==> src/design/hsfc_pkg.sv <==
/*
   hsfc_pkg: constants and carrier types of the host serial flow control block.
   Assumes a single 250 MHz clock and byte-wide streams on both sides.
*/
package hsfc_pkg;
   localparam logic [7:0] XOFF_CHAR = 8'h13;
   localparam logic [7:0] XON_CHAR  = 8'h11;
   localparam logic       RST_GATE  = 1'b1;

   typedef struct packed {
      logic       valid;
      logic [7:0] data;
   } hsfc_byte_t;

   typedef struct packed {
      logic       start;  // packet preamble seen
      logic       done;   // packet fully received
      logic       good;   // packet check passed
   } hsfc_pkt_t;

   typedef enum logic [3:0] {
      CS_IDLE  = 4'b0001,
      CS_SENSE = 4'b0010,
      CS_RECV  = 4'b0100,
      CS_ACK   = 4'b1000
   } hsfc_cs_t;
endpackage : hsfc_pkg

==> src/design/hsfc_sync.sv <==
/*
   hsfc_sync: two-stage synchroniser for pin-level inputs.
   Assumes the input may change at any time relative to sys_clk_i.
*/
`timescale 1ns/1ps
module hsfc_sync (
   // clock and reset
   input  wire logic sys_clk_i,
   input  wire logic reset_n_i,
   input  wire logic clk_en_i,
   // level
   input  wire logic async_i,
   output logic      sync_o
);
   logic meta;

   always_ff @(posedge sys_clk_i) begin
      if (!reset_n_i) begin
         meta   <= 1'b0;
         sync_o <= 1'b0;
      end else if (clk_en_i) begin
         meta   <= async_i;
         sync_o <= meta;
      end
   end
endmodule : hsfc_sync

==> src/design/hsfc_flow.sv <==
/*
   hsfc_flow: flow control between the radio modem core and its terminal.
   Gates radio data towards the terminal, throttles the terminal by line or
   by character, and steers carrier sensing around incoming packets.
   Assumes an external uart; all byte ports are on sys_clk_i, rts pin async.
*/
`timescale 1ns/1ps
module hsfc_flow (
   // clock and reset
   input  wire logic                sys_clk_i,
   input  wire logic                reset_n_i,
   input  wire logic                clk_en_i,
   // configuration
   input  wire logic                sw_flow_i,     // 1: character scheme
   input  wire logic                ext_recv_i,    // extended receiving
   // terminal pins
   input  wire logic                rts_pin_i,
   output logic                     cts_pin_o,
   // bytes from terminal (uart receiver)
   input  wire hsfc_pkg::hsfc_byte_t term_rx_i,
   output hsfc_pkg::hsfc_byte_t     tx_buf_o,      // to radio transmit buffer
   // transmit buffer level
   input  wire logic                tx_near_full_i,
   // radio payload towards terminal
   input  wire hsfc_pkg::hsfc_byte_t radio_rx_i,
   output logic                     radio_rx_ready_o,
   // uart transmitter towards terminal
   output hsfc_pkg::hsfc_byte_t     term_tx_o,
   input  wire logic                term_tx_ready_i,
   // radio packet events and carrier sense control
   input  wire logic                tx_pending_i,
   input  wire hsfc_pkg::hsfc_pkt_t pkt_i,
   input  wire logic                cs_clear_i,
   output logic                     cs_active_o,
   output logic                     pkt_discard_o,
   output logic                     pkt_forward_o,
   output logic                     ack_send_o,
   output logic                     tx_go_o
);
   logic               rts_sync;
   logic               xoff_held;
   logic               near_q;
   logic               ctl_pend;
   logic [7:0]         ctl_char;
   hsfc_pkg::hsfc_cs_t cs_state;
   hsfc_pkg::hsfc_cs_t next_cs_state;

   hsfc_sync u_rts_sync (
      .sys_clk_i (sys_clk_i),
      .reset_n_i (reset_n_i),
      .clk_en_i  (clk_en_i),
      .async_i   (rts_pin_i),
      .sync_o    (rts_sync)
   );

   // only the selected scheme may stop delivery
   wire logic deliver_ok = sw_flow_i ? !xoff_held : rts_sync;
   wire logic is_xoff    = term_rx_i.valid && term_rx_i.data == hsfc_pkg::XOFF_CHAR;
   wire logic is_xon     = term_rx_i.valid && term_rx_i.data == hsfc_pkg::XON_CHAR;
   wire logic ctl_rx     = sw_flow_i && (is_xoff || is_xon);
   wire logic near_rise  = tx_near_full_i && !near_q;
   wire logic near_fall  = !tx_near_full_i && near_q;
   // control characters go out ahead of radio data
   wire logic ctl_go     = ctl_pend && term_tx_ready_i;
   wire logic ctl_set    = sw_flow_i && (near_rise || near_fall);
   // a byte is taken when the partner sees valid and ready together while term_tx_ready_i is also high
   wire logic data_go    = radio_rx_i.valid && radio_rx_ready_o && term_tx_ready_i;
   // ready drops one cycle ahead of a control character, so both never collide
   wire logic next_ready = deliver_ok && term_tx_ready_i && !ctl_set
                           && !(ctl_pend && !ctl_go);

   always_ff @(posedge sys_clk_i) begin
      if (!reset_n_i) begin
         xoff_held <= 1'b0;
      end else if (clk_en_i && sw_flow_i) begin
         if (is_xoff)
            xoff_held <= 1'b1;
         else if (is_xon)
            xoff_held <= 1'b0;
      end
   end

   // pending control character; a newer level change overrides an unsent one
   always_ff @(posedge sys_clk_i) begin
      if (!reset_n_i) begin
         near_q   <= 1'b0;
         ctl_pend <= 1'b0;
         ctl_char <= hsfc_pkg::XON_CHAR;
      end else if (clk_en_i) begin
         near_q <= tx_near_full_i;
         if (sw_flow_i && near_rise) begin
            ctl_pend <= 1'b1;
            ctl_char <= hsfc_pkg::XOFF_CHAR;
         end else if (sw_flow_i && near_fall) begin
            ctl_pend <= 1'b1;
            ctl_char <= hsfc_pkg::XON_CHAR;
         end else if (ctl_go || !sw_flow_i) begin
            ctl_pend <= 1'b0;
         end
      end
   end

   always_ff @(posedge sys_clk_i) begin
      if (!reset_n_i) begin
         cts_pin_o        <= hsfc_pkg::RST_GATE;
         term_tx_o        <= '0;
         tx_buf_o         <= '0;
         radio_rx_ready_o <= 1'b0;
      end else if (clk_en_i) begin
         // line stays on under character scheme so it never throttles
         cts_pin_o <= sw_flow_i ? 1'b1 : !tx_near_full_i;
         term_tx_o.valid <= ctl_go || data_go;
         term_tx_o.data  <= ctl_go ? ctl_char : radio_rx_i.data;
         // under character scheme control characters are consumed, not buffered
         tx_buf_o.valid  <= term_rx_i.valid && !ctl_rx;
         tx_buf_o.data   <= term_rx_i.data;
         radio_rx_ready_o <= next_ready;
      end
   end

   always_comb begin
      next_cs_state = cs_state;
      case (cs_state)
         hsfc_pkg::CS_IDLE:
            if (tx_pending_i)
               next_cs_state = hsfc_pkg::CS_SENSE;
         hsfc_pkg::CS_SENSE:
            if (pkt_i.start && ext_recv_i)
               next_cs_state = hsfc_pkg::CS_RECV;
            else if (pkt_i.start)
               next_cs_state = hsfc_pkg::CS_SENSE;
            else if (cs_clear_i)
               next_cs_state = hsfc_pkg::CS_IDLE;
         hsfc_pkg::CS_RECV:
            if (pkt_i.done)
               next_cs_state = pkt_i.good ? hsfc_pkg::CS_ACK : hsfc_pkg::CS_SENSE;
         hsfc_pkg::CS_ACK:
            next_cs_state = hsfc_pkg::CS_SENSE;
         default:
            next_cs_state = hsfc_pkg::CS_IDLE;
      endcase
   end

   always_ff @(posedge sys_clk_i) begin
      if (!reset_n_i) begin
         cs_state      <= hsfc_pkg::CS_IDLE;
         cs_active_o   <= 1'b0;
         pkt_discard_o <= 1'b0;
         pkt_forward_o <= 1'b0;
         ack_send_o    <= 1'b0;
         tx_go_o       <= 1'b0;
      end else if (clk_en_i) begin
         cs_state      <= next_cs_state;
         cs_active_o   <= next_cs_state == hsfc_pkg::CS_SENSE;
         pkt_discard_o <= cs_state == hsfc_pkg::CS_SENSE && pkt_i.start
                          && !ext_recv_i;
         pkt_forward_o <= cs_state == hsfc_pkg::CS_RECV && pkt_i.done && pkt_i.good;
         ack_send_o    <= cs_state == hsfc_pkg::CS_ACK;
         tx_go_o       <= cs_state == hsfc_pkg::CS_SENSE && !pkt_i.start && cs_clear_i;
      end
   end
endmodule : hsfc_flow

==> config.mk <==
export PLATFORM = sky130hd
export DESIGN_NAME = hsfc_flow
export DESIGN_NICKNAME = d
export VERILOG_FILES = /design/src/design/hsfc_pkg.sv /design/src/design/hsfc_sync.sv /design/src/design/hsfc_flow.sv
export SDC_FILE = /design/constraint.sdc
export NUM_CORES = 1
export LEC_CHECK = 0
export ABC_AREA = 1
export BUFFER_PORTS_ARGS = -buffer_cell sky130_fd_sc_hd__buf_2
export CAP_MARGIN = 20
export CORE_MARGIN = 10
export CORE_UTILIZATION = 40
export CTS_BUF_LIST = sky130_fd_sc_hd__clkbuf_4 sky130_fd_sc_hd__clkbuf_8
export DETAILED_ROUTE_END_ITERATION = 8
export GPL_TIMING_DRIVEN = 0
export MAX_ROUTING_LAYER = met4
export PLACE_DENSITY = 0.67
export SLEW_MARGIN = 20
export SYNTH_ARGS = -nofsm -noshare
export SYNTH_HDL_FRONTEND = slang
export SYNTH_SLANG_ARGS = --single-unit
==> constraint.sdc <==
create_clock -name sys_clk_i -period 1.4 [get_ports sys_clk_i]
set_input_delay 0.07 -clock sys_clk_i [delete_from_list [all_inputs] [get_ports sys_clk_i]]
set_output_delay 0.07 -clock sys_clk_i [all_outputs]
set_load 0.01 [all_outputs]
# Word level (Yosys, flattened, before mapping)
# Cells that the tools add are included.
dict set report word_totals {
  output_inout_bits 25
  reg_bits 42
}
dict set report classes {
  n_reduce_logical 44
  n_eq_ne 7
  n_mux 17
}
# operator n
set op_table {}
lappend op_table {{$logic_and A1 B1 Y1} 24}
lappend op_table {{$mux W4} 6}
lappend op_table {{$mux W8} 3}
lappend op_table {{$eq A8 B5 Y1 const B} 2}
lappend op_table {{$pmux W4 S4} 1}
lappend op_table {{$logic_not A1 Y1} 10}
lappend op_table {{$eq A4 B2 Y1 const B} 2}
lappend op_table {{$mux W1} 7}
lappend op_table {{$reduce_and A2 Y1} 3}
lappend op_table {{$eq A4 B1 Y1 const B} 1}
lappend op_table {{$eq A4 B3 Y1 const B} 1}
lappend op_table {{$eq A4 B4 Y1 const B} 1}
lappend op_table {{$logic_or A1 B1 Y1} 4}
lappend op_table {{$reduce_bool A2 Y1} 2}
lappend op_table {{$reduce_bool A3 Y1} 1}

# Longest topological paths before layout
# Gate-level depths: netlist of run 1.
dict set report logic_depth {
  word_depth 7
  depth_mapped 8
  ltp_nobuf 8
}

# By module
# Synthesis of run 1 repeated with hierarchy kept, for this count alone.
dict set report unflattened {
  cells_unflattened 215
  hier_area_um2 1551.5
}
# mod instances cells_each area_per_inst_um2
set modules_own_cells {}
lappend modules_own_cells {hsfc_flow 1 203 1471.4}
lappend modules_own_cells {hsfc_sync 1 12 80.1}

# Least setup slack after synthesis of run 1
# No wires, ideal clock.
dict set report synth_timing {
  path_type {reg2reg}
  startpoint {register near_q}
  endpoint {register radio_rx_ready_o}
  setup_slack_ns 0.416
  arrival_time_ns 0.911
  period_less_slack_ns 0.984
  t_required_ns 1.327
  path_stages_with_launch 6
  cell_sequence {dfxtp_1 -> ha_1 -> inv_1 -> o21ai_0 -> o211ai_1 -> a21oi_1}
}
dict set report synth_via {
  elab_chain_len 7
  word_cells_on_any_way 8
  classes_between {8 x reduce/logical}
}
# item line_no
set synth_rtl {}
lappend synth_rtl {{start: declaration} hsfc_flow.sv:42} ;# logic near_q;
lappend synth_rtl {{start signal: assignment} hsfc_flow.sv:90} ;# near_q <= tx_near_full_i;
lappend synth_rtl {{$logic_not A1 Y1} hsfc_flow.sv:61} ;# wire logic near_rise = tx_near_full_i && !near_q;
lappend synth_rtl {{$logic_and A1 B1 Y1} hsfc_flow.sv:61}
lappend synth_rtl {{$logic_or A1 B1 Y1 (*)} hsfc_flow.sv:65} ;# wire logic ctl_set = sw_flow_i && (near_rise || near_fall);
lappend synth_rtl {{$logic_and A1 B1 Y1 (*)} hsfc_flow.sv:65}
lappend synth_rtl {{$logic_not A1 Y1 (*)} hsfc_flow.sv:69} ;# wire logic next_ready = deliver_ok && term_tx_ready_i && !ctl_set
lappend synth_rtl {{$logic_and A1 B1 Y1 (*)} hsfc_flow.sv:69}
lappend synth_rtl {{$logic_and A1 B1 Y1 (*)} hsfc_flow.sv:70} ;# && !(ctl_pend && !ctl_go);
lappend synth_rtl {{end signal: assignment} hsfc_flow.sv:117} ;# radio_rx_ready_o <= next_ready;
lappend synth_rtl {{end: declaration} hsfc_flow.sv:26} ;# output logic radio_rx_ready_o,
# Every way passes the cells marked *; elsewhere a longest branch is shown, timed or not.
# A chain may end at the register's enable or synchronous reset.

# Final worst setup path of run 1
dict set report layout_timing {
  startpoint {register cs_state[1]}
  endpoint {register cs_state[2]}
}
dict set report layout_via {
  elab_chain_len 2
  word_cells_on_any_way 5
  classes_between {4 x eq/ne; 1 x mux}
}
# item line_no
set layout_rtl {}
lappend layout_rtl {{start: declaration} hsfc_flow.sv:45} ;# hsfc_pkg::hsfc_cs_t cs_state;
lappend layout_rtl {{start signal: assignment} hsfc_flow.sv:146} ;# cs_state <= hsfc_pkg::CS_IDLE;
lappend layout_rtl {{start signal: assignment} hsfc_flow.sv:153} ;# cs_state <= next_cs_state;
lappend layout_rtl {{$eq A4 B4 Y1 (tied with other cells)} hsfc_flow.sv:123} ;# case (cs_state)
lappend layout_rtl {{$pmux W4 S4 (*)} hsfc_flow.sv:123}
# Marked as above.

==> impl_metrics.prom, run 1 <==
# TYPE chip_impl_metric gauge
chip_impl_metric{name="fin_ws",unit="ns"} 0.252
chip_impl_metric{name="place.detailed.hpwl",unit="mm"} 3.18
chip_impl_metric{name="cts-buffers-inserted",unit=""} 5
chip_impl_metric{name="routed-via-count",unit=""} 1517
chip_impl_metric{name="ctsHoldBuffers",unit=""} 0
chip_impl_metric{name="p_clk_share",unit="%"} 37.0
chip_impl_info{name="worstPathCellList",value="nand2_2, nor2_4, nand3b_1, o21ai_1, nand2_1, a21oi_2"} 1
chip_impl_metric{name="comb_power_share",unit="%"} 14.1
chip_impl_metric{name="postSynthAreaPerCell",unit="µm²"} 7.36
chip_impl_metric{name="worst_slew_pin_slew",unit="ns"} 0.347
chip_impl_info{name="setup.worst_path.end_class",value="flip-flop"} 1
chip_impl_metric{name="die-height",unit="µm"} 81.9
chip_impl_metric{name="setup_viol",unit=""} 0
chip_impl_info{name="worst_hold_path_type",value="in2reg"} 1
chip_impl_info{name="rsz0062_at_grt",value="false"} 1
chip_impl_metric{name="cts.path.max_buffers",unit=""} 2
chip_impl_metric{name="synth_top_area_share",unit="%"} 45.8
chip_impl_metric{name="start_util",unit="%"} 41.5
chip_impl_metric{name="design_power_total",unit="µW"} 2220
chip_impl_metric{name="floorplan.core_area",unit="µm²"} 3690
chip_impl_info{name="synth.largest_area_cell",value="sky130_fd_sc_hd__dfxtp_1"} 1
chip_impl_metric{name="path_clk_slew",unit="ns"} 0.07
chip_impl_metric{name="cts_sinks",unit=""} 35
chip_impl_metric{name="route.detailed.drc",unit=""} 0
chip_impl_metric{name="critPathMaxStageDelay",unit="ns"} 0.45
chip_impl_metric{name="tns",unit="ns"} 0
chip_impl_info{name="synthTopCellsByArea",value="sky130_fd_sc_hd__dfxtp_1 (46%), sky130_fd_sc_hd__nand2_1 (10%), sky130_fd_sc_hd__nor2_1 (6.6%)"} 1
chip_impl_info{name="status",value="complete, no violations"} 1
chip_impl_metric{name="fmaxAchievable",unit="MHz"} 871
chip_impl_info{name="crit_path_start_kind",value="flip-flop"} 1
chip_impl_metric{name="clk_latency",unit="ns"} 0.29
chip_impl_metric{name="diodes",unit=""} 0
chip_impl_metric{name="post_drt_via_cell_ratio",unit=""} 4.77
chip_impl_metric{name="initial_antenna_violation_count",unit=""} 0
chip_impl_metric{name="post_cts_buffers",unit=""} 0
chip_impl_metric{name="syn-instance-count",unit=""} 208
chip_impl_metric{name="layoutNonFillerInstCount",unit=""} 318
chip_impl_metric{name="drtAntennaViolNets",unit=""} 0
chip_impl_metric{name="fp.dieArea",unit="µm²"} 6700
chip_impl_metric{name="first_pass_iters",unit=""} 4
chip_impl_metric{name="clock-skew-final",unit="ns"} 0.00137
chip_impl_metric{name="postSynthRegisterBits",unit=""} 35
chip_impl_metric{name="htree_depth",unit=""} 2
chip_impl_metric{name="gp_congestion",unit=""} 0.794
chip_impl_metric{name="place.detailed.instances",unit=""} 310
chip_impl_metric{name="io_buffers",unit=""} 54
chip_impl_metric{name="slew_limit_fails",unit=""} 0
chip_impl_metric{name="power.static_leakage",unit="µW"} 0.000997
chip_impl_metric{name="synthesis.nets",unit=""} 241
chip_impl_metric{name="global_route.usage.total",unit="%"} 13.0
chip_impl_metric{name="max_cap_violations",unit=""} 0
chip_impl_metric{name="grt_overflow",unit=""} 0
chip_impl_metric{name="worst_ep_arrival_time",unit="ns"} 1.37
chip_impl_metric{name="ios",unit=""} 56
chip_impl_metric{name="post_synthesis_to_final_layout_area_growth",unit="%"} 28.4
chip_impl_metric{name="power_switching_share",unit="%"} 25.6
chip_impl_metric{name="detail_route.wirelength",unit="mm"} 4.11
chip_impl_metric{name="synth-warning-count",unit=""} 0
chip_impl_metric{name="post_synth_instance_area",unit="µm²"} 1530
chip_impl_metric{name="max-vdd-ir-drop",unit="µV"} 742
chip_impl_metric{name="yosysSeqAreaShare",unit="%"} 45.8
chip_impl_info{name="cts_tree",value="done"} 1
chip_impl_metric{name="crit_required",unit="ns"} 1.62
chip_impl_metric{name="largest_net_degree_at_the_start_of_global_routing",unit=""} 11
chip_impl_metric{name="grt_pass1_wl",unit="mm"} 6.67
chip_impl_metric{name="finalCritPeriodShare",unit="%"} 82.0
chip_impl_info{name="final_common_cell",value="sky130_fd_sc_hd__buf_2"} 1
chip_impl_metric{name="power.density_cell_area",unit="nW/µm²"} 1130
chip_impl_info{name="crit_path_top_delay_cell",value="sky130_fd_sc_hd__dfxtp_1"} 1
chip_impl_metric{name="power_switching",unit="µW"} 568
chip_impl_metric{name="die_width",unit="µm"} 81.9
chip_impl_metric{name="setup_slack_on_the_worst_flop_to_flop_path",unit="ns"} 0.25
chip_impl_metric{name="maxSlewHeadroom",unit="%"} 76.8
chip_impl_metric{name="cellInternalPower",unit="µW"} 1650
chip_impl_metric{name="finalHoldViolations",unit=""} 0
chip_impl_info{name="crit_type",value="reg2reg"} 1
chip_impl_metric{name="layout.nets",unit=""} 302
chip_impl_metric{name="period_needed",unit="ns"} 1.15
chip_impl_info{name="most-common-layout-cells",value="sky130_fd_sc_hd__buf_2 (58), sky130_fd_sc_hd__nand2_1 (41), sky130_fd_sc_hd__dfxtp_1 (35), sky130_fd_sc_hd__nor2_1 (27), sky130_fd_sc_hd__inv_1 (23)"} 1
chip_impl_metric{name="post-place-ws",unit="ns"} 0.265
chip_impl_metric{name="timing.critical_path.fanout_max",unit=""} 6
chip_impl_info{name="cts_root_buffer",value="sky130_fd_sc_hd__clkbuf_8"} 1
chip_impl_metric{name="drt_first_iter_violations",unit=""} 77
chip_impl_metric{name="route.detailed.wl_per_inst",unit="µm"} 12.9
chip_impl_metric{name="rows",unit=""} 22
chip_impl_metric{name="yosysUniqueCellTypes",unit=""} 27
chip_impl_metric{name="final_layout_size_suffix_gt1_share",unit="%"} 28.5
chip_impl_metric{name="power_frac_seq",unit="%"} 48.9
chip_impl_metric{name="cts.repair.resized",unit=""} 0
chip_impl_metric{name="first_global_vias",unit=""} 1494
## sequential cells by signal, summed over array words and instances, names as in the netlist
name,flops
cts_pin_o,1
xoff_held,1
tx_buf_o,9
cs_active_o,1
pkt_discard_o,1
ack_send_o,1
radio_rx_ready_o,1
pkt_forward_o,1
tx_go_o,1
u_rts_sync.meta,1
u_rts_sync.sync_o,1
ctl_pend,1
cs_state,4
near_q,1
term_tx_o,9
ctl_char,1
## cells by family (layout without fill, tap and decap cells)
kind of cell | count (synthesis) | in the layout | synth area share (%)
adders and majority gates | 2 | 2 | 1.64
AOI/OAI and AO/OA | 49 | 49 | 17.8
DFF | 35 | 35 | 45.8
buffers and inverters | 34 | 96 | 9.65
and+or+nand+nor | 88 | 88 | 25.1
## synthesized netlist by cell type
| master | n |
|---|---|
| sky130_fd_sc_hd__o21ai_1 | 1 |
| sky130_fd_sc_hd__buf_2 | 4 |
| sky130_fd_sc_hd__nand4_1 | 1 |
| sky130_fd_sc_hd__ha_1 | 2 |
| sky130_fd_sc_hd__dfxtp_1 | 35 |
| sky130_fd_sc_hd__nand3_1 | 10 |
| sky130_fd_sc_hd__o22ai_1 | 1 |
| sky130_fd_sc_hd__a21oi_2 | 1 |
| sky130_fd_sc_hd__nand2_1 | 41 |
| sky130_fd_sc_hd__nand2_2 | 2 |
| sky130_fd_sc_hd__o211ai_1 | 8 |
| sky130_fd_sc_hd__inv_2 | 1 |
| sky130_fd_sc_hd__nor3_2 | 1 |
| sky130_fd_sc_hd__nor2_1 | 27 |
| sky130_fd_sc_hd__buf_4 | 2 |
| sky130_fd_sc_hd__buf_1 | 1 |
| sky130_fd_sc_hd__nor2_4 | 1 |
| sky130_fd_sc_hd__buf_6 | 1 |
| sky130_fd_sc_hd__clkinv_1 | 2 |
| sky130_fd_sc_hd__inv_1 | 23 |
| sky130_fd_sc_hd__or2_0 | 1 |
| sky130_fd_sc_hd__nand3_2 | 2 |
| sky130_fd_sc_hd__o21ai_0 | 20 |
| sky130_fd_sc_hd__a21oi_1 | 17 |
| sky130_fd_sc_hd__nand3b_1 | 1 |
| sky130_fd_sc_hd__nor3_1 | 1 |
| sky130_fd_sc_hd__a211oi_1 | 1 |
## per-stage QoR
stage               hold WS [ns]  utilization (%)  cell area, µm²
CTS                       0.0100             53.3            1960
global placement           0.291             50.4            1860
global route             0.00270             53.3            1960
finish                    0.0143             53.3            1960
floorplan                  0.197                -            1530
detailed placement         0.313             50.4            1860
## critical path, delay by kind of cell, from the launching register on
| kind | cells | cell delay, ns |
|---|---|---|
| flops | 1 | 0.45 |
| simple gates | 4 | 0.43 |
| compound gates | 2 | 0.19 |
## path summary, 6_finish.rpt
kind,startpoint,to,cells after the start
worst max-delay path,cs_state[1]$_SDFFE_PN0P_,cs_state[2]$_SDFFE_PN0P_,6
worst min-delay path,rts_pin_i,u_rts_sync.meta$_SDFFE_PN0P_,3
worst max register to register,cs_state[1]$_SDFFE_PN0P_,cs_state[2]$_SDFFE_PN0P_,6
worst min register to register,ctl_char[1]$_SDFFE_PN0P_,ctl_char[1]$_SDFFE_PN0P_,2
## area by class of cell
class,count,area (µm²)
plain buffers,8,50.0
clock buffers,8,104
fillers,391,1720
inverters,26,97.6
multi-input cells,139,682
flip-flops and latches,35,701
well taps,48,60.1
repair buffers,54,270
## power by group through the flow
stage          Clock [µW]  Combinational, µW  Sequential (µW)
6_report              822                313             1090
5_1_grt               895                354             1090
4_1_cts               840                319             1090
3_5_place_dp            0                317             1110
3_3_place_gp            0                313             1110
2_1_floorplan           0                160             1130
## routing by layer
metal	vias to the layer above	GRT usage (%)	wire length [µm]
met2	41	20.1	1940
met1	679	14.6	1830
met3	4	6.11	317
met4	0	3.91	17
met5	-	-	0
li1	793	-	-
Power figures use the tool's default switching activity.
==> run 2, diff against run 1 <==
clock period = 1.15 ns   (was 1.4 ns; I/O delays follow)
==> impl_metrics.prom, run 2 (synthesis gave the netlist of run 1 again) <==
# TYPE chip_impl_metric gauge
chip_impl_metric{name="p_clk_share",unit="%"} 36.8
chip_impl_metric{name="die-height",unit="µm"} 81.9
chip_impl_metric{name="drt_first_iter_violations",unit=""} 78
chip_impl_info{name="layout_top_registers",value="term_tx_o x9, tx_buf_o x9, cs_state x4"} 1
chip_impl_metric{name="post-place-ws",unit="ns"} 0.0149
chip_impl_info{name="crit_type",value="reg2reg"} 1
chip_impl_metric{name="max_cap_violations",unit=""} 0
chip_impl_metric{name="routed-via-count",unit=""} 1520
chip_impl_metric{name="cts-buffers-inserted",unit=""} 5
chip_impl_metric{name="io_buffers",unit=""} 54
chip_impl_metric{name="post_drt_via_cell_ratio",unit=""} 4.76
chip_impl_metric{name="diodes",unit=""} 0
chip_impl_metric{name="largest_net_degree_at_the_start_of_global_routing",unit=""} 11
chip_impl_metric{name="power_switching_share",unit="%"} 25.8
chip_impl_metric{name="fin_ws",unit="ns"} 0.0532
chip_impl_metric{name="finalHoldViolations",unit=""} 0
chip_impl_metric{name="route.detailed.wl_per_inst",unit="µm"} 13.0
chip_impl_metric{name="comb_power_share",unit="%"} 14.4
chip_impl_metric{name="route.detailed.drc",unit=""} 0
chip_impl_metric{name="place.detailed.hpwl",unit="mm"} 3.18
chip_impl_metric{name="cts.path.max_buffers",unit=""} 2
chip_impl_metric{name="timing.critical_path.fanout_max",unit=""} 5
chip_impl_info{name="rsz0062_at_grt",value="true"} 1
chip_impl_info{name="cts_tree",value="done"} 1
chip_impl_metric{name="global_route.usage.total",unit="%"} 13.0
chip_impl_metric{name="period_needed",unit="ns"} 1.10
chip_impl_metric{name="grt_overflow",unit=""} 0
chip_impl_metric{name="clock-skew-final",unit="ns"} 0.00115
chip_impl_metric{name="power.static_leakage",unit="µW"} 0.00100
chip_impl_metric{name="rows",unit=""} 22
chip_impl_metric{name="power.density_cell_area",unit="nW/µm²"} 1360
chip_impl_metric{name="initial_antenna_violation_count",unit=""} 0
chip_impl_metric{name="fp.dieArea",unit="µm²"} 6700
chip_impl_metric{name="worst_slew_pin_slew",unit="ns"} 0.352
chip_impl_metric{name="first_pass_iters",unit=""} 4
chip_impl_metric{name="cts_sinks",unit=""} 35
chip_impl_info{name="final_common_cell",value="sky130_fd_sc_hd__buf_2"} 1
chip_impl_info{name="most-common-layout-cells",value="sky130_fd_sc_hd__buf_2 (58), sky130_fd_sc_hd__nand2_1 (39), sky130_fd_sc_hd__dfxtp_1 (30), sky130_fd_sc_hd__nor2_1 (25), sky130_fd_sc_hd__inv_1 (20)"} 1
chip_impl_metric{name="post_synthesis_to_final_layout_area_growth",unit="%"} 30.7
chip_impl_metric{name="critical_path_buf_inv_count",unit=""} 1
chip_impl_info{name="worst_hold_path_type",value="in2reg"} 1
chip_impl_metric{name="layout.nets",unit=""} 303
chip_impl_info{name="crit_path_start_kind",value="flip-flop"} 1
chip_impl_info{name="worstPathCellList",value="inv_2, nand2_2, nor2_4, nand3b_1, o21ai_1, nand2_1, a21oi_2"} 1
chip_impl_info{name="setup.worst_path.end_class",value="flip-flop"} 1
chip_impl_metric{name="finalCritPeriodShare",unit="%"} 95.4
chip_impl_metric{name="htree_depth",unit=""} 2
chip_impl_metric{name="worst_ep_arrival_time",unit="ns"} 1.31
chip_impl_metric{name="maxSlewHeadroom",unit="%"} 76.5
chip_impl_metric{name="final.fill_count",unit=""} 382
chip_impl_info{name="crit_path_top_delay_cell",value="sky130_fd_sc_hd__dfxtp_2"} 1
chip_impl_metric{name="detail_route.wirelength",unit="mm"} 4.15
chip_impl_metric{name="gp_congestion",unit=""} 0.794
chip_impl_metric{name="first_global_vias",unit=""} 1499
chip_impl_metric{name="fmaxAchievable",unit="MHz"} 912
chip_impl_metric{name="crit_required",unit="ns"} 1.37
chip_impl_metric{name="clk_latency",unit="ns"} 0.29
chip_impl_metric{name="drtAntennaViolNets",unit=""} 0
chip_impl_info{name="cts_root_buffer",value="sky130_fd_sc_hd__clkbuf_8"} 1
chip_impl_metric{name="critPathMaxStageDelay",unit="ns"} 0.35
chip_impl_info{name="status",value="complete, no violations"} 1
chip_impl_metric{name="fin_worst_hold_slack",unit="ns"} 0.0119
chip_impl_metric{name="final_layout_size_suffix_gt1_share",unit="%"} 33.2
chip_impl_metric{name="setup_viol",unit=""} 0
chip_impl_metric{name="grt_pass1_wl",unit="mm"} 6.71
chip_impl_metric{name="cellInternalPower",unit="µW"} 2020
chip_impl_metric{name="power_frac_seq",unit="%"} 48.7
chip_impl_metric{name="die_width",unit="µm"} 81.9
chip_impl_metric{name="start_util",unit="%"} 41.5
chip_impl_metric{name="path_clk_slew",unit="ns"} 0.07
chip_impl_metric{name="slew_limit_fails",unit=""} 0
chip_impl_metric{name="floorplan.core_area",unit="µm²"} 3690
chip_impl_metric{name="max-vdd-ir-drop",unit="µV"} 911
chip_impl_metric{name="power_switching",unit="µW"} 703
chip_impl_metric{name="ios",unit=""} 56
chip_impl_info{name="critical-path-top-delay-family",value="simple AND/OR/NAND/NOR gates"} 1
==> run 2: worst paths after layout <==
| path | from | slack, ns | to | depth (start not counted) |
|---|---|---|---|---|
| min | term_rx_i[3] | 0.01 | tx_buf_o[3]$_SDFFE_PN0P_ | 3 |
| max | cs_state[2]$_SDFFE_PN0P_ | 0.05 | cs_state[2]$_SDFFE_PN0P_ | 7 |
| min reg2reg | ctl_char[1]$_SDFFE_PN0P_ | 0.46 | ctl_char[1]$_SDFFE_PN0P_ | 2 |
| max reg2reg | cs_state[2]$_SDFFE_PN0P_ | 0.05 | cs_state[2]$_SDFFE_PN0P_ | 7 |
==> run 2: worst min-delay path, cell delays in order <==
cell                     delay [ns]
sky130_fd_sc_hd__buf_2         0.08
sky130_fd_sc_hd__nor2_1        0.04
sky130_fd_sc_hd__nor2_1        0.08
==> run 2: per-stage QoR <==
stage               cells  power, µW  setup TNS, ns  instance area [µm²]  utilization [%]
floorplan             208       1570              0                 1530                -
global placement      310       1730              0                 1860             50.4
detailed placement    310       1740              0                 1860             50.4
CTS                   319       2740              0                 1980             53.6
global route          319       2870        -0.0508                 2000             54.2
finish                319       2720              0                 2000             54.2
==> run 2: power groups by stage <==
stage          combinational (µW)  sequential, µW  clock (µW)
3_3_place_gp                  381            1350           0
4_1_cts                       391            1320        1020
2_1_floorplan                 194            1370           0
3_5_place_dp                  386            1350           0
5_1_grt                       441            1340        1090
6_report                      392            1330        1000
==> run 2: per-layer routing <==
layer	GRT usage, %	routed length (µm)	vias up
met1	14.6	1760	673
li1	-	-	797
met5	-	0	-
met3	6.11	368	7
met4	3.91	39	0
met2	20.2	1980	43
==> run 2: cell type report <==
class	instances	area, µm²	area share [%]
tap	48	60.1	3.00
sequential	35	707	35.3
timing repair buffer	55	280	14.0
multi-input combinational	139	702	35.1
clock buffer	8	104	5.19
buffer	8	50.0	2.50
inverter	26	97.6	4.88
==> run 2: repair_timing <==
action,4_1_cts,5_1_grt
hold buffers,1,0
setup endpoints to repair,1,8
gates resized for setup,1,14
pin swaps,0,5
hold endpoints to repair,1,0
buffers inserted,0,0
